[src/hw/psc_pkg.sv]
// package of constants for the power-saving clock control block
package psc_pkg;
   // ---------------------------------------------------------------
   // register map (byte addresses)
   // ---------------------------------------------------------------
   localparam logic [7:0] ADDR_CLOCK_DIVIDER_REGISTER = 8'h00;
   localparam logic [7:0] ADDR_RSTCTL = 8'h04;
   localparam logic [7:0] ADDR_MODCTL = 8'h08;
   localparam logic [7:0] ADDR_STATUS = 8'h0c;
   localparam logic [7:0] ADDR_OSCSEL = 8'h10;
   // ---------------------------------------------------------------
   // field positions
   // ---------------------------------------------------------------
   localparam int CPU_SLOWDOWN_ENABLE_BIT = 11;
   localparam int RATIO_LSB = 12;
   localparam int ROI_BIT = 15;
   localparam int REGULATOR_STANDBY_SELECT_BIT = 8;
   localparam int MDIS_LSB = 0;
   localparam int MEN_LSB = 8;
   localparam int MIDL_LSB = 16;
   localparam int LOCK_BIT = 4;
   // ---------------------------------------------------------------
   // reset values
   // ---------------------------------------------------------------
   localparam logic [2:0] RATIO_RST = 3'h0;
   localparam logic [2:0] OSC_RST = 3'h0;
   localparam logic [7:0] MEN_RST = 8'hff;
   // ---------------------------------------------------------------
   // power-save operands and timing
   // ---------------------------------------------------------------
   localparam logic OPER_SLEEP = 1'b0;
   localparam logic OPER_IDLE = 1'b1;
   localparam int CLK_MHZ = 20;
   localparam int VREG_WAKE_US = 10;
   localparam int VREG_WAKE_CYC = VREG_WAKE_US * CLK_MHZ;
   localparam logic [1:0] RESP_OKAY = 2'h0;
   localparam logic [1:0] RESP_SLVERR = 2'h2;
   typedef enum logic [1:0] {PS_RUN, PS_SLEEP, PS_IDLE, PS_WAKE} psc_state_t;
endpackage

[src/hw/psc_top.sv]
// power-saving clock control: sleep/idle, doze and module gating
// Contract
// - power-save instruction operand 0 enters sleep, operand 1 enters idle.
// - sleep stops system clock and oscillator; idle halts only the cpu.
// - enabled interrupt, any reset or watchdog time-out wakes the device.
// - watchdog counter is cleared before sleep when watchdog enabled.
// - low-power rc clock keeps running in sleep if watchdog enabled.
// - fail-safe clock monitor is suspended during sleep.
// - system-clock peripherals stop in sleep; external-clock ones may run.
// - regulator standby in sleep when select bit clear; adds wake delay.
// - after sleep the cpu resumes on the clock source used before.
// - watchdog counter is cleared on idle entry.
// - in idle rc clock stays on if watchdog or clock monitor enabled.
// - on idle wake the cpu clock returns and execution resumes at once.
// - interrupt during the instruction waits until entry completes, then wakes.
// - slowdown enable reduces cpu rate; system and peripheral clocks unchanged.
// - 3-bit ratio picks 1:1 to 1:128; default 1:1.
// - cpu and peripheral domains stay in step while slowed.
// - return-on-interrupt set: interrupt restores full speed; clear: no effect.
// - module disable gates all module clocks; register access blocked.
// - clearing module enable stops function; registers stay accessible.
// - stop-in-idle bit disables the module on idle; default keeps running.
// - writing oscillator select while unlocked starts a clock switch.
//
// The AXI4-Lite register port and the placing of the registers were left to the implementer.
module psc_top
   import psc_pkg::*;
#(
   parameter int NMOD = 8,
   parameter int VREG_CYC = VREG_WAKE_CYC
)
(
   input wire logic aclk,
   input wire logic aresetn,
   input wire logic [7:0] s_axi_awaddr,
   input wire logic s_axi_awvalid,
   output logic s_axi_awready,
   input wire logic [31:0] s_axi_wdata,
   input wire logic [3:0] s_axi_wstrb,
   input wire logic s_axi_wvalid,
   output logic s_axi_wready,
   output logic [1:0] s_axi_bresp,
   output logic s_axi_bvalid,
   input wire logic s_axi_bready,
   input wire logic [7:0] s_axi_araddr,
   input wire logic s_axi_arvalid,
   output logic s_axi_arready,
   output logic [31:0] s_axi_rdata,
   output logic [1:0] s_axi_rresp,
   output logic s_axi_rvalid,
   input wire logic s_axi_rready,
   input wire logic pwrsave_exec,
   input wire logic pwrsave_operand,
   input wire logic irq_pending,
   input wire logic wdt_timeout,
   input wire logic wdt_enable,
   input wire logic fail_safe_clock_monitor_enable,
   input wire logic clock_switch_done,
   output logic cpu_clk_en,
   output logic sys_clk_en,
   output logic periph_clk_en,
   output logic osc_enable,
   output logic low_power_rc_clock_enable,
   output logic fail_safe_clock_monitor_active,
   output logic wdt_clear,
   output logic vreg_standby,
   output logic cpu_resume,
   output logic [2:0] active_osc,
   output logic clock_switch_start,
   output logic [NMOD-1:0] module_clk_en,
   output logic [NMOD-1:0] module_func_en,
   output logic [NMOD-1:0] module_regs_en
);
   import psc_pkg::*;

   initial
   begin
      if (NMOD < 1 || NMOD > 8 || VREG_CYC < 1)
         $error("psc_top: unsupported parameters");
   end

   // ---------------------------------------------------------------
   // registers
   // ---------------------------------------------------------------
   logic cpu_slowdown_enable_reg;
   logic roi_reg;
   logic [2:0] ratio_reg;
   logic regulator_standby_select_reg;
   logic [7:0] mdis_reg;
   logic [7:0] men_reg;
   logic [7:0] midl_reg;
   logic [2:0] new_oscillator_select_reg;
   logic lock_reg;
   logic [2:0] cosc_reg;
   logic switching_reg;
   psc_state_t state_reg;
   psc_state_t state_next;
   logic [15:0] wake_cnt_reg;
   logic [6:0] doze_cnt_reg;
   logic pend_reg;
   logic wdt_clr_reg;
   logic resume_reg;

   // ---------------------------------------------------------------
   // axi4-lite slave
   // ---------------------------------------------------------------
   logic aw_held_reg;
   logic w_held_reg;
   logic [7:0] awaddr_reg;
   logic [31:0] wdata_reg;
   logic [3:0] wstrb_reg;
   logic [31:0] rdata_reg;
   logic [1:0] rresp_reg;
   logic [1:0] bresp_reg;
   logic bvalid_reg;
   logic rvalid_reg;

   function automatic logic addr_mapped(input logic [7:0] a);
      addr_mapped = (a == ADDR_CLOCK_DIVIDER_REGISTER) || (a == ADDR_RSTCTL) ||
         (a == ADDR_MODCTL) || (a == ADDR_STATUS) || (a == ADDR_OSCSEL);
   endfunction

   wire aw_take = s_axi_awvalid && s_axi_awready;
   wire w_take = s_axi_wvalid && s_axi_wready;
   wire [7:0] wr_addr = aw_held_reg ? awaddr_reg : s_axi_awaddr;
   wire [31:0] wr_data = w_held_reg ? wdata_reg : s_axi_wdata;
   wire [3:0] wr_strb = w_held_reg ? wstrb_reg : s_axi_wstrb;
   wire have_aw = aw_held_reg || aw_take;
   wire have_w = w_held_reg || w_take;
   wire wr_fire = have_aw && have_w && !bvalid_reg;
   wire rd_fire = s_axi_arvalid && s_axi_arready;

   assign s_axi_awready = !aw_held_reg && !bvalid_reg;
   assign s_axi_wready = !w_held_reg && !bvalid_reg;
   assign s_axi_arready = !rvalid_reg;
   assign s_axi_bvalid = bvalid_reg;
   assign s_axi_bresp = bresp_reg;
   assign s_axi_rvalid = rvalid_reg;
   assign s_axi_rdata = rdata_reg;
   assign s_axi_rresp = rresp_reg;

   wire wr_clock_divider_register = wr_fire && wr_addr == ADDR_CLOCK_DIVIDER_REGISTER;
   wire wr_rstctl = wr_fire && wr_addr == ADDR_RSTCTL;
   wire wr_modctl = wr_fire && wr_addr == ADDR_MODCTL;
   wire wr_oscsel = wr_fire && wr_addr == ADDR_OSCSEL;

   always_ff @(posedge aclk)
   begin
      if (!aresetn)
      begin
         aw_held_reg <= 1'b0;
         w_held_reg <= 1'b0;
         awaddr_reg <= 8'h00;
         wdata_reg <= 32'h0000_0000;
         wstrb_reg <= 4'h0;
         bvalid_reg <= 1'b0;
         bresp_reg <= RESP_OKAY;
      end
      else
      begin
         if (aw_take)
            awaddr_reg <= s_axi_awaddr;
         if (w_take)
         begin
            wdata_reg <= s_axi_wdata;
            wstrb_reg <= s_axi_wstrb;
         end
         aw_held_reg <= wr_fire ? 1'b0 : have_aw;
         w_held_reg <= wr_fire ? 1'b0 : have_w;
         if (wr_fire)
         begin
            bvalid_reg <= 1'b1;
            bresp_reg <= addr_mapped(wr_addr) ? RESP_OKAY : RESP_SLVERR;
         end
         else if (s_axi_bready)
            bvalid_reg <= 1'b0;
      end
   end

   // ---------------------------------------------------------------
   // read mux
   // ---------------------------------------------------------------
   wire [31:0] rd_clock_divider_register = {16'h0000, roi_reg, ratio_reg, cpu_slowdown_enable_reg,
      11'h000};
   wire [31:0] rd_rstctl = {23'h000000, regulator_standby_select_reg, 8'h00};
   wire [31:0] rd_modctl = {8'h00, midl_reg, men_reg, mdis_reg};
   wire [31:0] rd_status = {24'h000000, switching_reg, pend_reg,
      cpu_clk_en, 3'h0, state_reg};
   wire [31:0] rd_oscsel = {24'h000000, cosc_reg[1:0], 1'b0, lock_reg,
      1'b0, new_oscillator_select_reg};
   wire [31:0] rd_mux =
      (s_axi_araddr == ADDR_CLOCK_DIVIDER_REGISTER) ? rd_clock_divider_register :
      (s_axi_araddr == ADDR_RSTCTL) ? rd_rstctl :
      (s_axi_araddr == ADDR_MODCTL) ? rd_modctl :
      (s_axi_araddr == ADDR_STATUS) ? rd_status :
      (s_axi_araddr == ADDR_OSCSEL) ? rd_oscsel : 32'h0000_0000;

   always_ff @(posedge aclk)
   begin
      if (!aresetn)
      begin
         rvalid_reg <= 1'b0;
         rdata_reg <= 32'h0000_0000;
         rresp_reg <= RESP_OKAY;
      end
      else if (rd_fire)
      begin
         rvalid_reg <= 1'b1;
         rdata_reg <= rd_mux;
         rresp_reg <= addr_mapped(s_axi_araddr) ? RESP_OKAY : RESP_SLVERR;
      end
      else if (s_axi_rready)
         rvalid_reg <= 1'b0;
   end

   // ---------------------------------------------------------------
   // control registers
   // ---------------------------------------------------------------
   wire doze_exit = roi_reg && irq_pending;
   wire osc_unlocked = !lock_reg;

   always_ff @(posedge aclk)
   begin
      if (!aresetn)
      begin
         cpu_slowdown_enable_reg <= 1'b0;
         roi_reg <= 1'b0;
         ratio_reg <= RATIO_RST;
         regulator_standby_select_reg <= 1'b0;
         mdis_reg <= 8'h00;
         men_reg <= MEN_RST;
         midl_reg <= 8'h00;
         new_oscillator_select_reg <= OSC_RST;
         lock_reg <= 1'b0;
         cosc_reg <= OSC_RST;
         switching_reg <= 1'b0;
      end
      else
      begin
         if (wr_clock_divider_register && wr_strb[1])
         begin
            cpu_slowdown_enable_reg <= wr_data[CPU_SLOWDOWN_ENABLE_BIT] && !doze_exit;
            roi_reg <= wr_data[ROI_BIT];
            ratio_reg <= wr_data[RATIO_LSB +: 3];
         end
         else if (doze_exit)
            cpu_slowdown_enable_reg <= 1'b0;
         if (wr_rstctl && wr_strb[1])
            regulator_standby_select_reg <= wr_data[REGULATOR_STANDBY_SELECT_BIT];
         if (wr_modctl)
         begin
            if (wr_strb[0])
               mdis_reg <= wr_data[MDIS_LSB +: 8];
            if (wr_strb[1])
               men_reg <= wr_data[MEN_LSB +: 8];
            if (wr_strb[2])
               midl_reg <= wr_data[MIDL_LSB +: 8];
         end
         if (wr_oscsel && wr_strb[0])
         begin
            lock_reg <= lock_reg || wr_data[LOCK_BIT];
            if (osc_unlocked)
            begin
               new_oscillator_select_reg <= wr_data[2:0];
               switching_reg <= 1'b1;
            end
         end
         else if (switching_reg && clock_switch_done)
         begin
            switching_reg <= 1'b0;
            cosc_reg <= new_oscillator_select_reg;
         end
      end
   end
   assign clock_switch_start = wr_oscsel && wr_strb[0] && osc_unlocked;
   assign active_osc = cosc_reg;

   // ---------------------------------------------------------------
   // sleep / idle sequencer
   // ---------------------------------------------------------------
   wire wake_evt = irq_pending || pend_reg || wdt_timeout;
   wire vreg_off = !regulator_standby_select_reg;

   always_comb
   begin
      state_next = state_reg;
      case (state_reg)
         PS_RUN:
            if (pwrsave_exec)
               state_next = (pwrsave_operand == OPER_SLEEP) ? PS_SLEEP :
                  PS_IDLE;
         PS_SLEEP:
            if (wake_evt)
               state_next = vreg_off ? PS_WAKE : PS_RUN;
         PS_IDLE:
            if (wake_evt)
               state_next = PS_RUN;
         PS_WAKE:
            if (wake_cnt_reg == 16'h0001)
               state_next = PS_RUN;
         default:
            state_next = PS_RUN;
      endcase
   end

   always_ff @(posedge aclk)
   begin
      if (!aresetn)
      begin
         state_reg <= PS_RUN;
         wake_cnt_reg <= 16'h0000;
         pend_reg <= 1'b0;
         wdt_clr_reg <= 1'b0;
         resume_reg <= 1'b0;
      end
      else
      begin
         state_reg <= state_next;
         if (state_reg == PS_RUN && pwrsave_exec && irq_pending)
            pend_reg <= 1'b1;
         else if (state_reg != PS_RUN && state_next == PS_RUN)
            pend_reg <= 1'b0;
         if (state_next == PS_WAKE && state_reg == PS_SLEEP)
            wake_cnt_reg <= 16'(VREG_CYC);
         else if (wake_cnt_reg != 16'h0000)
            wake_cnt_reg <= wake_cnt_reg - 16'h0001;
         wdt_clr_reg <= state_reg == PS_RUN && pwrsave_exec &&
            (wdt_enable || pwrsave_operand == OPER_IDLE);
         resume_reg <= state_reg != PS_RUN && state_next == PS_RUN;
      end
   end
   assign wdt_clear = wdt_clr_reg;
   assign cpu_resume = resume_reg;

   // ---------------------------------------------------------------
   // doze divider: enable pulse every 2**ratio cycles
   // ---------------------------------------------------------------
   wire [6:0] doze_max = 7'((8'h01 << ratio_reg) - 8'h01);
   wire doze_tick = !cpu_slowdown_enable_reg || doze_cnt_reg >= doze_max;

   always_ff @(posedge aclk)
   begin
      if (!aresetn || !cpu_slowdown_enable_reg)
         doze_cnt_reg <= 7'h00;
      else if (doze_tick)
         doze_cnt_reg <= 7'h00;
      else
         doze_cnt_reg <= doze_cnt_reg + 7'h01;
   end

   // ---------------------------------------------------------------
   // clock gating outputs
   // ---------------------------------------------------------------
   wire in_sleep = state_reg == PS_SLEEP || state_reg == PS_WAKE;
   wire in_idle = state_reg == PS_IDLE;
   assign cpu_clk_en = state_reg == PS_RUN && doze_tick;
   assign sys_clk_en = !in_sleep;
   assign osc_enable = !in_sleep;
   assign periph_clk_en = !in_sleep;
   assign fail_safe_clock_monitor_active = fail_safe_clock_monitor_enable && !in_sleep;
   assign low_power_rc_clock_enable = wdt_enable || (!in_sleep && fail_safe_clock_monitor_enable);
   assign vreg_standby = state_reg == PS_SLEEP && vreg_off;

   genvar gi;
   generate
      for (gi = 0; gi < NMOD; gi++)
      begin : g_mod
         assign module_clk_en[gi] = !mdis_reg[gi] && !in_sleep &&
            !(in_idle && midl_reg[gi]);
         assign module_regs_en[gi] = !mdis_reg[gi];
         assign module_func_en[gi] = men_reg[gi] && module_clk_en[gi];
      end
   endgenerate

   // ---------------------------------------------------------------
   // checks
   // ---------------------------------------------------------------
   a_sleep_entry: assert property (@(posedge aclk) disable iff (!aresetn)
      state_reg == PS_RUN && pwrsave_exec && !pwrsave_operand
      |=> in_sleep)
      else $error("sleep not entered");
   a_idle_entry: assert property (@(posedge aclk) disable iff (!aresetn)
      state_reg == PS_RUN && pwrsave_exec && pwrsave_operand
      |=> in_idle && sys_clk_en && !cpu_clk_en)
      else $error("idle entry wrong");
   a_wake_idle: assert property (@(posedge aclk) disable iff (!aresetn)
      in_idle && wdt_timeout |=> state_reg == PS_RUN && cpu_resume)
      else $error("idle wake missing");
   a_wdt_clear: assert property (@(posedge aclk) disable iff (!aresetn)
      state_reg == PS_RUN && pwrsave_exec && wdt_enable |=> wdt_clear)
      else $error("watchdog not cleared");
   a_fail_safe_clock_monitor_off: assert property (@(posedge aclk) disable iff (!aresetn)
      in_sleep |-> !fail_safe_clock_monitor_active && !osc_enable)
      else $error("monitor active in sleep");
   a_pend_wake: assert property (@(posedge aclk) disable iff (!aresetn)
      state_reg == PS_RUN && pwrsave_exec && irq_pending
      |=> state_reg != PS_RUN ##1 state_reg == PS_RUN ||
         state_reg == PS_WAKE)
      else $error("pending interrupt lost");
   a_doze_roi: assert property (@(posedge aclk) disable iff (!aresetn)
      roi_reg && irq_pending && !wr_clock_divider_register |=> !cpu_slowdown_enable_reg)
      else $error("return on interrupt failed");
   a_doze_full: assert property (@(posedge aclk) disable iff (!aresetn)
      cpu_slowdown_enable_reg && ratio_reg == 3'h1 && $stable(cpu_slowdown_enable_reg) &&
      $stable(ratio_reg) && cpu_clk_en && state_reg == PS_RUN
      |=> !cpu_clk_en)
      else $error("doze pulse too frequent");
   a_mod_gate: assert property (@(posedge aclk) disable iff (!aresetn)
      mdis_reg[0] |-> !module_clk_en[0] && !module_regs_en[0])
      else $error("disabled module clocked");
endmodule

[config.mk]
export PLATFORM = sky130hd
export DESIGN_NAME = psc_top
export DESIGN_NICKNAME = d
export VERILOG_FILES = /design/src/hw/psc_pkg.sv /design/src/hw/psc_top.sv
export SDC_FILE = /design/constraint.sdc
export NUM_CORES = 1
export LEC_CHECK = 0
export ABC_AREA = 1
export BUFFER_PORTS_ARGS = -buffer_cell sky130_fd_sc_hd__buf_4
export CAP_MARGIN = 20
export CORE_UTILIZATION = 50
export CTS_BUF_LIST = sky130_fd_sc_hd__clkbuf_8 sky130_fd_sc_hd__clkbuf_16
export CTS_CLUSTER_SIZE = 28
export DETAILED_ROUTE_END_ITERATION = 7
export PLACE_DENSITY_LB_ADDON = 0.3
export RECOVER_POWER = 100
export SLEW_MARGIN = 20
export SYNTH_ARGS = -nofsm -noshare
export SYNTH_HDL_FRONTEND = slang
export SYNTH_SLANG_ARGS = --single-unit
[constraint.sdc]
create_clock -name aclk -period 2.1 [get_ports aclk]
set_input_delay 0.42 -clock aclk [delete_from_list [all_inputs] [get_ports aclk]]
set_output_delay 0.42 -clock aclk [all_outputs]
set_load 0.02 [all_outputs]
Yosys cells after proc, flatten, opt, wreduce, memory -nomap -nowiden

Index checks and enable logic that the tools add are counted.

Bitwise logic cells: 3
Eq/ne operators: 14
Reduce and logical (&&, ||, !) cells: 123
Shift operators: 1
Add/sub/neg operators: 3
Order comparisons: 1
Mux-type cells: 30

Operators by type and width:

| cell                                                                  | count |
|---|---|
| 24-bit two-way mux                                                    | 4 |
| 1-bit logical AND                                                     | 58 |
| 8-bit two-way mux                                                     | 5 |
| 8-bit by 4-bit == test with 1-bit output (second input constant)      | 4 |
| 1-bit zero test                                                       | 26 |
| 1-bit logical OR                                                      | 18 |
| 16-bit by 1-bit == test with 1-bit output (second input constant)     | 1 |
| 8-bit by 3-bit == test with 1-bit output (second input constant)      | 2 |
| 8-bit by 5-bit == test with 1-bit output (second input constant)      | 2 |
| 8-bit zero test                                                       | 2 |
| 2-bit two-way mux                                                     | 8 |
| 16-bit nonzero test                                                   | 1 |
| 16-bit by 1-bit subtractor with 16-bit output (second input constant) | 1 |
| 2-bit nonzero test                                                    | 7 |
| 2-bit AND reduction                                                   | 6 |
| 1-bit two-way mux                                                     | 11 |
| 2-bit case mux with 4 select lines                                    | 1 |
| 7-bit by 1-bit adder with 7-bit output (second input constant)        | 1 |
| 7-bit greater-or-equal comparator                                     | 1 |
| 1-bit by 3-bit left shift with 7-bit output (first input constant)    | 1 |
| 7-bit by 1-bit subtractor with 7-bit output (second input constant)   | 1 |
| 2-bit == test (second input constant)                                 | 3 |
| 2-bit OR reduction                                                    | 3 |
| 2-bit zero test                                                       | 2 |
| 4 further kinds                                                       | 6 |

Output and inout port bits: 78
Flip-flop bits (word level): 141
Word-level logic and storage cells: 203
Input bits: 66

Longest topological paths before layout

Gate-level depths: netlist of the first run.

Depth after elaboration: 10
Depth in mapped cells: 12
Depth with buffers taken out: 12

Least setup slack after synthesis of the first run

No wires, ideal clock.

Path kind: register to output
Start: register bvalid_reg (netlist: s_axi_bvalid)
End: output clock_switch_start
Arrival: 1358 ps
Slack: 322 ps
Stages on the path, launching flop included: 8
Path through: dfxtp_1 nor2_4 nand2_4 nand2_2 nand2_2 nor2_1 nand3_1 inv_1

Longest elaborated chain between the ends: 9
Elaborated cells between the ends (all ways): 12
Classes of those cells: reduce/logical: 12

Ends and longest elaborated chain:

| element                         | line           | text |
|---|---|---|
| from (decl)                     | psc_top.sv:115 | `logic bvalid_reg;` |
| from (signal assigned)          | psc_top.sv:156 | `bvalid_reg <= 1'b0;` |
| from (signal assigned)          | psc_top.sv:172 | `bvalid_reg <= 1'b1;` |
| from (signal assigned)          | psc_top.sv:176 | `bvalid_reg <= 1'b0;` |
| 1-bit zero test                 | psc_top.sv:134 | `assign s_axi_wready = !w_held_reg && !bvalid_reg;` |
| 1-bit logical AND               | psc_top.sv:134 |  |
| via s_axi_wready                | psc_top.sv:41  | `output logic s_axi_wready,` |
| 1-bit logical AND               | psc_top.sv:124 | `wire w_take = s_axi_wvalid && s_axi_wready;` |
| 1-bit logical OR                | psc_top.sv:129 | `wire have_w = w_held_reg \|\| w_take;` |
| 1-bit logical AND (2 in series) | psc_top.sv:130 | `wire wr_fire = have_aw && have_w && !bvalid_reg;` |
| 1-bit logical AND               | psc_top.sv:145 | `wire wr_oscsel = wr_fire && wr_addr == ADDR_OSCSEL;` |
| 1-bit logical AND (2 in series) | psc_top.sv:275 | `assign clock_switch_start = wr_oscsel && wr_strb[0] && osc_unlocked;` |
| to (decl)                       | psc_top.sv:69  | `output logic clock_switch_start,` |

The timed path passes the listed nets, and every way through them passes these cells.

Worst setup path after layout of the first run

Start: register ratio_reg[1]
End: output cpu_clk_en

Longest elaborated chain between the ends: 5

Ends and longest elaborated chain:

| element                                     | line           | text |
|---|---|---|
| from (decl)                                 | psc_top.sv:87  | `logic [2:0] ratio_reg;` |
| from (signal assigned)                      | psc_top.sv:244 | `ratio_reg <= wr_data[RATIO_LSB +: 3];` |
| 1-bit by 3-bit left shift with 7-bit output | psc_top.sv:338 | `wire [6:0] doze_max = 7'((8'h01 << ratio_reg) - 8'h01);` |
| 7-bit by 1-bit subtractor with 7-bit output | psc_top.sv:338 |  |
| 7-bit greater-or-equal comparator           | psc_top.sv:339 | `wire doze_tick = !cpu_slowdown_enable_reg \|\| doze_cnt_reg >= doze_max;` |
| 1-bit logical OR                            | psc_top.sv:339 |  |
| 1-bit logical AND                           | psc_top.sv:356 | `assign cpu_clk_en = state_reg == PS_RUN && doze_tick;` |
| to (decl)                                   | psc_top.sv:59  | `output logic cpu_clk_en,` |

No other way between the ends.

==> results of run 1 <==
-- where the power goes --
group	internal, µW	total (µW)	switching, µW
logic	687	1770	1080
clock network	1870	2860	993
registers	2680	2830	152
-- worst min-delay path by stage --
stage	cells after the start	slack [ns]	from	end
after floorplan	2	0.43	men_reg[0]$_SDFFE_PN1P_	men_reg[0]$_SDFFE_PN1P_
after global placement	2	0.44	awaddr_reg[4]$_SDFFE_PN0P_	awaddr_reg[4]$_SDFFE_PN0P_
after detailed placement	2	0.45	awaddr_reg[4]$_SDFFE_PN0P_	awaddr_reg[4]$_SDFFE_PN0P_
after CTS	4	0.26	s_axi_bready	s_axi_bvalid$_SDFFE_PN0P_
after global routing	3	0.26	pwrsave_exec	pend_reg$_SDFFE_PN0P_
final	3	0.27	s_axi_wdata[2]	wdata_reg[2]$_SDFFE_PN0P_
-- tightest hold or removal path: cells and delay by family --
family	cells	cell delay, ns
buffers and inverters	1	0.08
AND/OR/NAND/NOR	1	0.07
AO/OA/AOI/OAI	1	0.07
-- layout make-up --
type / instances / area, µm² / share of cell area, %
multi-input cells: 680 / 3290 / 40.7
flip-flops and latches: 131 / 2630 / 32.6
repair buffers: 156 / 1000 / 12.4
clock buffers: 22 / 494 / 6.11
inverters: 98 / 373 / 4.61
well taps: 168 / 210 / 2.60
clock inverters: 7 / 82.6 / 1.02
-- metal layers --
layer  up-vias  share of wire (%)
li1       3235                  -
met1      2756                 46
met2       228                 46
met3        24                6.8
met4         0                1.8
met5         -                  0
-- through the flow --
| step | hold slack, ns | util (%) | total power, µW | setup WS [ns] | std cells |
|---|---|---|---|---|---|
| after detailed placement | 0.450 | 60.9 | 4600 | 0.100 | 1216 |
| after global routing | 0.264 | 66.2 | 7870 | -0.329 | 1262 |
| final | 0.269 | 66.2 | 7460 | -0.247 | 1262 |
| after CTS | 0.257 | 67.1 | 7500 | -0.215 | 1258 |
| after floorplan | 0.429 | - | 4110 | 0.322 | 952 |
| after global placement | 0.441 | 60.9 | 4570 | 0.146 | 1216 |
-- what timing repair did --
item | 4_1_cts | 5_1_grt
buffers inserted | 13 | 4
setup endpoints to repair | 2 | 10
gates cloned | 0 | 0
gates resized for setup | 26 | 23
pin swaps | 8 | 12
-- cell usage after synthesis --
| cell type | instances | area, µm² |
|---|---|---|
| mux2i_1 | 13 | 130 |
| buf_1 | 5 | 18.8 |
| nand4_1 | 4 | 25.0 |
| dfxtp_1 | 131 | 2620 |
| a31oi_1 | 2 | 12.5 |
| nor2_4 | 1 | 11.3 |
| buf_2 | 4 | 20.0 |
| o31ai_1 | 1 | 7.51 |
| nand3b_1 | 1 | 7.51 |
| inv_2 | 2 | 7.51 |
| xor2_1 | 8 | 70.1 |
| clkinv_1 | 2 | 7.51 |
| nand3_1 | 69 | 345 |
| nor3_4 | 1 | 16.3 |
| nand2_1 | 206 | 773 |
| conb_1 | 1 | 3.75 |
| nand2_2 | 4 | 25.0 |
| nor3b_4 | 1 | 18.8 |
| nor2_1 | 207 | 777 |
| buf_4 | 12 | 90.1 |
| o21bai_1 | 1 | 7.51 |
| buf_6 | 2 | 22.5 |
| nor2_8 | 1 | 20.0 |
| ha_1 | 11 | 138 |
| a211oi_1 | 2 | 15.0 |
| or2_2 | 5 | 31.3 |
| o21ai_1 | 2 | 10.0 |
| o211ai_1 | 1 | 7.51 |
| or2_0 | 1 | 6.26 |
| xnor2_1 | 8 | 70.1 |
| o21ai_0 | 67 | 335 |
| clkbuf_1 | 20 | 75.1 |
| nor2_2 | 2 | 12.5 |
| a21oi_1 | 39 | 195 |
| nand2_4 | 2 | 22.5 |
| nor3_1 | 6 | 30.0 |
| inv_1 | 94 | 353 |
| o21a_1 | 3 | 22.5 |
| nand3_4 | 1 | 17.5 |
-- cell families after synthesis --
group	Yosys count	synth area share, %
AOI/OAI and AO/OA	118	9.61
xor gates and xnor gates	16	2.20
adders and majority gates	11	2.16
buffers and inverters	141	9.31
DFF	131	41.1
muxes	13	2.04
other	1	0.0588
and+or+nand+nor	512	33.5
==> metrics, run 1 <==
origin of the worst setup path=ratio_reg[1]$_SDFFE_PN0P_; I/O Pins=144; # port buffers=124; TritonCTS clock tree=done; fillers=about 1100; Die Footprint=~0.013 mm²; total congestion overflow=0; Initial DRC Count=543; Worst R2R Setup Slack=-0.25 ns; Reg2Reg Depth=17; CTS max path bufs=2; Largest delay share family, worst path=simple AND/OR/NAND/NOR gates; #FFs+latches synth=131; Die Wd=115 µm; period utilization=112%; post-place instance area=0.00744 mm²; Critical Path End=cpu_clk_en; clk slew on worst S/H paths=0.06 ns; Layout Nets=roughly 1200; RR Endpoint=s_axi_rdata[5]$_SDFFE_PN0P_; R2R Path Start=ratio_reg[1]$_SDFFE_PN0P_; standard-cell rows=40; RSZ-0062 raised after global routing=yes; sequential area share after synthesis=41.1%; vias in the first global route=5551; worst setup path class=reg -> out; worst slew pin tran=0.634 ns; Rel. slew slack=57.7%; core area=0.0122 mm²; peak supply drop=a little over 0.0005 V; Setup crit end kind=primary output; drt via density=between 4 and 5; hold buffers post-CTS=0; status=complete, but fails checks; post-synthesis cell count=about 940; n_diodes=0; Starting Density=52.3%; Synth Cell Area=~0.0064 mm²; Root Driver=clkbuf_16; met2 Track Usage GR=40.5%; Hold Path Class=in -> reg; Top cell by count, worst path=nand2_2; YS warnings=0; fin. max-slew vios=0; # Max-Cap Violations=0; clk_lat worst skew=just over 0.4 ns; WL/cell=13.1 µm; CP cell instances=buf_4 > o21ai_2 > ha_1 > nand2_1 > nor2_1 > nand2_2 > nand2_2 > nand2_2 > inv_2 > buf_6; H-tree depth=4; commonest cells after routing, fill and taps aside=nor2_1 (202), nand2_1 (198), dfxtp_1 (128); Post-Route WL=16500 µm; CTS Buf Count=17; die height=115 µm; gpl congestion=0.901; count of final setup violators=6; Post-DP HPWL=approximately 12000 µm; GRT Total Usage=25.6%; layout cells sized above 1=16.8%; drt drc=0; fin worst setup slack=-0.247 ns; CTS Sinks=131; Max Fclk=between 400 and 500 MHz; met3 Use GR=6.69%; Hold Fails Final Rpt=0; largest net degree at the start of global routing=62; Worst path slowest cell=dfxtp_4; initial antenna violation count=0; Worst Path Required=1.68 ns; WP data arrival=1.93 ns; setup TNS=-0.829 ns; PwrDens=923 mW/mm²; met1 Use GR=33.9%; Yosys cell types=39; most common cell after layout, fill and taps aside=nor2_1; design area=0.00808 mm²; critical path fanouts, max=6; leakage=roughly 0.0038 µW; startpoint types=register; Crit path buffers/inverters=3; failing checks=setup timing; minimum clock period=2.35 ns; layer with the highest usage=met2; WP depth=10; syn avg cell area=between 6 and 7 µm²; first-pass GRT wire length=26400 µm; via count=6243; Final ANT Viol Nets=0; CP peak stage delay=about 0.41 ns; TritonRoute pass-1 iters=8; area grow syn2layout=26.7%; Worst Skew=0.00834 ns
No activity file was read; power rests on OpenSTA's default activity.
==> run 2: changes to the inputs <==
Settings changed: RECOVER_POWER 100 to 25.
==> run 2 against run 1 <==
  * The run still ends with setup timing left
  * Highest routed layer unchanged
  * Clock skew is essentially flat
  * Hold slack lost 0.0044 ns
  * Critical endpoint unchanged
  * Via count down 0.14%
==> metrics, run 2 (synthesis gave the netlist of run 1 again) <==
clk slew on worst S/H paths=0.05 ns (was 0.06 ns); Rel. slew slack=57.0% (was 57.7%); commonest cells after routing, fill and taps aside=nor2_1 (202), nand2_1 (197), dfxtp_1 (127) (was nor2_1 (202), nand2_1 (198), dfxtp_1 (128)); worst hold endpoint=s_axi_bvalid$_SDFFE_PN0P_ (was wdata_reg[2]$_SDFFE_PN0P_); leakage=0.00380 µW (was 0.00375 µW); drt via density=4.94 (was 4.95); CTS Buf Count=17 (unchanged); Worst R2R Setup Slack=-0.24 ns (was -0.25 ns); WP data arrival=1.92 ns (was 1.93 ns); Hold Path Class=in -> reg (unchanged); worst hold stages=4 (was 3); minimum clock period=2.34 ns (was 2.35 ns); initial antenna violation count=0 (unchanged); Post-DP HPWL=11600 µm (unchanged); Hold Crit Start=s_axi_bready (was s_axi_wdata[2]); CTS max path bufs=2 (unchanged); met2 Track Usage GR=40.5% (unchanged); vias in the first global route=5551 (unchanged); failing checks=setup timing (unchanged); RR Endpoint=s_axi_rdata[5]$_SDFFE_PN0P_ (unchanged); Die Footprint=0.0132 mm² (unchanged); Post-Route WL=16500 µm (about the same); Die Wd=115 µm (unchanged); worst slew pin tran=0.645 ns (was 0.634 ns); drt drc=0 (unchanged); via count=6234 (was 6243); first-pass GRT wire length=26400 µm (unchanged); Gate power share=23.9% (was 23.7%); critical path fanouts, max=6 (unchanged); final hold slack=0.265 ns (was 0.269 ns); Hold Fails Final Rpt=0 (unchanged); count of final setup violators=6 (unchanged); # Max-Cap Violations=0 (unchanged); fin. max-slew vios=0 (unchanged); layer with the highest usage=met2 (unchanged); Root Driver=clkbuf_16 (unchanged); Top cell by count, worst path=nand2_2 (unchanged); clk_lat worst skew=0.41 ns (about the same); largest net degree at the start of global routing=62 (unchanged); Final ANT Viol Nets=0 (unchanged); period utilization=112% (about the same); PwrDens=918 mW/mm² (was 923 mW/mm²); Sw Share=29.7% (was 29.9%); Net Sw Power=2220 µW (was 2230 µW); Max Fclk=427 MHz (was 426 MHz); status=complete, but fails checks (unchanged); total congestion overflow=0 (unchanged); fin worst setup slack=-0.244 ns (was -0.247 ns); Worst Skew=0.00794 ns (was 0.00834 ns); Finished Layout Cells=1262 (unchanged); # port buffers=124 (unchanged); Worst path slowest cell=dfxtp_4 (unchanged); CP peak stage delay=0.41 ns (about the same); GRT Total Usage=25.6% (unchanged); clock power share=38.2% (was 38.3%); fillers=1069 (was 1090); standard-cell rows=40 (unchanged); worst setup path class=reg -> out (unchanged); placed cell count=1216 (unchanged); die height=115 µm (unchanged); most common cell after layout, fill and taps aside=nor2_1 (unchanged); area grow syn2layout=27.7% (was 26.7%); layout cells sized above 1=18.3% (was 16.8%); H-tree depth=4 (unchanged); CP cell instances=buf_4 > o21ai_2 > ha_1 > nand2_1 > nor2_1 > nand2_2 > nand2_2 > nand2_2 > inv_2 > buf_6 (unchanged); Reg2Reg Depth=17 (unchanged); core area=0.0122 mm² (unchanged); Sequential Power Share=37.9% (about the same); peak supply drop=0.000507 V (was 0.000511 V); R2R Path Start=ratio_reg[1]$_SDFFE_PN0P_ (unchanged); met1 Use GR=33.9% (unchanged); WL/cell=13.1 µm (about the same); gpl congestion=0.901 (unchanged); origin of the worst setup path=ratio_reg[1]$_SDFFE_PN0P_ (unchanged); CTS Sinks=131 (unchanged); TritonRoute pass-1 iters=6 (was 8); RSZ-0062 raised after global routing=yes (unchanged); Starting Density=52.3% (unchanged); TritonCTS clock tree=done (unchanged); startpoint types=register (unchanged); met3 Use GR=6.69% (unchanged); Initial DRC Count=534 (was 543); Pint=5260 µW (was 5230 µW); Layout Nets=1161 (unchanged); post-layout util=66.7% (was 66.2%); n_diodes=0 (unchanged); Worst Path Required=1.68 ns (about the same); setup TNS=-0.759 ns (was -0.829 ns); pre-CTS setup slack=0.100 ns (unchanged); Setup crit end kind=primary output (unchanged); I/O Pins=144 (unchanged)
run 2: changes by cell type in the layout (fill, tap and decap cells not counted):
cell and change:
dfxtp_1 -1, clkbuf_2 -4, clkbuf_1 -14, buf_4 +19, nand2_2 +1, nand2_1 -1
dfxtp_2 +1, clkbuf_4 -1
run 2: area by class of cell:
type	count	area [µm²]	share of cell area, %
multi-input combinational	680	3290	40.4
tap	168	210	2.58
timing repair buffer	156	1060	13.0
inverter	98	373	4.57
clock inverter	7	82.6	1.01
sequential	131	2640	32.3
clock buffer	22	494	6.06
run 2: routing by layer:
metal / vias up / share of wire, %
met2: 241 / 46
met4: 0 / 1.8
met3: 22 / 7.3
met5: - / 0
li1: 3227 / -
met1: 2744 / 45
run 2: worst max-delay path, delay by kind of cell, from the launching register on:
family / cells / cell delay, ns
AND/OR/NAND/NOR: 5 / 0.44
flip-flops: 1 / 0.41
buffers and inverters: 3 / 0.32
AO/OA/AOI/OAI: 1 / 0.04
adder cells (fa/ha/maj): 1 / 0.29
run 2: power groups by stage:
stage | Clock, µW | Combinational (µW) | Sequential, µW
CTS | 2890 | 1780 | 2830
finish | 2860 | 1790 | 2830
global placement | 0 | 1690 | 2880
floorplan | 0 | 1250 | 2860
detailed placement | 0 | 1720 | 2880
global route | 3010 | 2030 | 2860
run 2: how the worst max path moves through the flow:
stage                         endpoint  cells after the start
finish                      cpu_clk_en                     10
global route                cpu_clk_en                     10
CTS                         cpu_clk_en                     10
detailed placement          cpu_clk_en                     11
global placement            cpu_clk_en                     11
floorplan           clock_switch_start                      7
run 2: timing repair:
item                                    4_1_cts  5_1_grt
hold buffers                                  0        0
buffers inserted                             13        4
endpoints found under the setup margin        2       10
pin swaps                                     8       12
resized for setup                            26       23
run 2: metrics by stage:
| stage | area (µm²) | total power, µW |
|---|---|---|
| floorplan | 6410 | 4110 |
| global placement | 7440 | 4570 |
| detailed placement | 7440 | 4600 |
| CTS | 8200 | 7500 |
| global route | 8150 | 7890 |
| finish | 8150 | 7480 |
==> run 3: changes to the inputs <==
Settings changed: TNS_END_PERCENT set to 5.
==> run 3 against run 2 <==
  * The run still ends with setup timing left
  * Cell area shrank 1.2%
  * First-iteration DRC count increased by 16%
  * Global-route usage is essentially flat
  * Clock skew about the same
  * Register-to-register slack hardly changed
  * Power fell by 0.33%
  * Via count fell by 0.24%
  * Critical path depth unchanged
  * Fmax is essentially flat
  * Clock-buffer cell count stayed put
  * Critical endpoint unchanged
  * Largest cell class unchanged
==> metrics, run 3 (synthesis gave the netlist of run 1 again) <==
area grow syn2layout=26.2% (was 27.7%); drt via density=4.96 (was 4.94); fin worst setup slack=-0.244 ns (about the same); CTS Buf Count=17 (unchanged); RSZ-0062 raised after global routing=yes (unchanged); Die Footprint=0.0132 mm² (unchanged); count of final setup violators=3 (was 6); die height=115 µm (unchanged); CP cell instances=buf_4 > o21ai_2 > ha_1 > nand2_1 > nor2_1 > nand2_2 > nand2_2 > nand2_2 > inv_2 > buf_6 (unchanged); Worst path slowest cell=dfxtp_4 (unchanged); WL/cell=13.1 µm (about the same); Hold Fails Final Rpt=0 (unchanged); CP peak stage delay=0.41 ns (about the same); WP data arrival=1.92 ns (about the same); failing checks=setup timing (unchanged); period utilization=112% (about the same); total congestion overflow=0 (unchanged); gpl congestion=0.901 (unchanged); Hold Path Class=in -> reg (unchanged); n_diodes=0 (unchanged); first-pass GRT wire length=26300 µm (was 26400 µm); Setup crit end kind=primary output (unchanged); Max Fclk=427 MHz (about the same); drt drc=0 (unchanged); Final ANT Viol Nets=0 (unchanged); fin. max-slew vios=0 (unchanged); I/O Pins=144 (unchanged); startpoint types=register (unchanged); clk_lat worst skew=0.41 ns (about the same); status=complete, but fails checks (unchanged); post-place instance area=0.00744 mm² (unchanged); Worst Path Required=1.68 ns (about the same); Root Driver=clkbuf_16 (unchanged); pre-CTS setup slack=0.100 ns (unchanged); Post-Route WL=16400 µm (was 16500 µm); PwrDens=925 mW/mm² (was 918 mW/mm²); CTS Sinks=131 (unchanged); setup TNS=-0.571 ns (was -0.759 ns); TritonRoute pass-1 iters=5 (was 6); CTS max path bufs=2 (unchanged); leakage=0.00376 µW (was 0.00380 µW); TritonCTS clock tree=done (unchanged); peak supply drop=0.000511 V (was 0.000507 V); commonest cells after routing, fill and taps aside=nor2_1 (203), nand2_1 (203), dfxtp_1 (126) (was nor2_1 (202), nand2_1 (197), dfxtp_1 (127)); Worst Skew=0.00814 ns (was 0.00794 ns); Initial DRC Count=621 (was 534); worst slew pin tran=0.631 ns (was 0.645 ns); via count=6219 (was 6234); critical path fanouts, max=6 (unchanged); GRT Total Usage=25.5% (was 25.6%); Top cell by count, worst path=nand2_2 (unchanged); initial antenna violation count=0 (unchanged); # Max-Cap Violations=0 (unchanged); vias in the first global route=5528 (was 5551); layout cells sized above 1=16.8% (was 18.3%); PnR Total Power=7450 µW (was 7480 µW); Post-DP HPWL=11600 µm (unchanged); largest net degree at the start of global routing=62 (unchanged); Layout Nets=1153 (was 1161); minimum clock period=2.34 ns (about the same); clk slew on worst S/H paths=0.06 ns (was 0.05 ns); H-tree depth=4 (unchanged); # port buffers=124 (unchanged); core area=0.0122 mm² (unchanged); standard-cell rows=40 (unchanged); Starting Density=52.3% (unchanged); Die Wd=115 µm (unchanged); design area=0.00806 mm² (was 0.00815 mm²); worst setup path class=reg -> out (unchanged); Rel. slew slack=57.9% (was 57.0%)
[run 3: cell count changes in the layout (fill, tap and decap cells not counted), moves of 2 or more]
cell	previous run	this run
buf_4	121	113
nand2_1	197	203
nand2_2	13	7
inv_1	92	94
[run 3: layer usage]
metal	GRT usage (%)	routed length [µm]	vias to the layer above
li1	-	-	3215
met1	33.9	7490	2752
met2	40.2	7470	227
met3	6.75	1100	25
met4	8.40	318	0
met5	0	0	-
[run 3: worst max-delay path: cells and delay by family (launching register included)]
kind,cells,cell delay [ns]
simple gates,5,0.44
compound gates,1,0.04
fa+ha+maj,1,0.29
buf+inv,3,0.32
flops,1,0.41
[run 3: final cells by class]
| class | count | area, µm² |
|---|---|---|
| Clock buffer | 22 | 494 |
| Clock inverter | 7 | 82.6 |
| Fill cell | 1085 | 4160 |
| Inverter | 98 | 368 |
| Multi-Input combinational cell | 680 | 3270 |
| Sequential cell | 131 | 2640 |
| Tap cell | 168 | 210 |
| Timing Repair Buffer | 148 | 995 |
[run 3: report_power, final]
part	total (µW)	switching, µW	internal, µW
sequential	2830	151	2680
combinational	1760	1070	694
clock	2860	993	1870
[run 3: path summary, 6_finish.rpt]
path                                    from                          end  slack [ns]  cells past startpoint
setup reg to reg   ratio_reg[1]$_SDFFE_PN0P_  s_axi_rdata[5]$_SDFFE_PN0P_       -0.24                     17
hold / removal                s_axi_wdata[0]    wdata_reg[0]$_SDFFE_PN0P_        0.27                      3
setup / recovery   ratio_reg[1]$_SDFFE_PN0P_                   cpu_clk_en       -0.24                     10
hold reg to reg   awaddr_reg[4]$_SDFFE_PN0P_   awaddr_reg[4]$_SDFFE_PN0P_        0.45                      2
[run 3: through the flow]
| step | util (%) | hold slack (ns) | cells |
|---|---|---|---|
| 6_report | 66.0 | 0.269 | 1254 |
| 3_5_place_dp | 60.9 | 0.450 | 1216 |
| 3_3_place_gp | 60.9 | 0.441 | 1216 |
| 2_1_floorplan | - | 0.429 | 952 |
| 5_1_grt | 66.0 | 0.264 | 1254 |
| 4_1_cts | 66.7 | 0.257 | 1253 |
[run 3: what timing repair did]
action                                  CTS  global route
buffers inserted                          8             1
resized for setup                        20            13
gates cloned                              0             0
hold buffers                              0             0
pin swaps                                 7             8
endpoints found under the setup margin    2             7
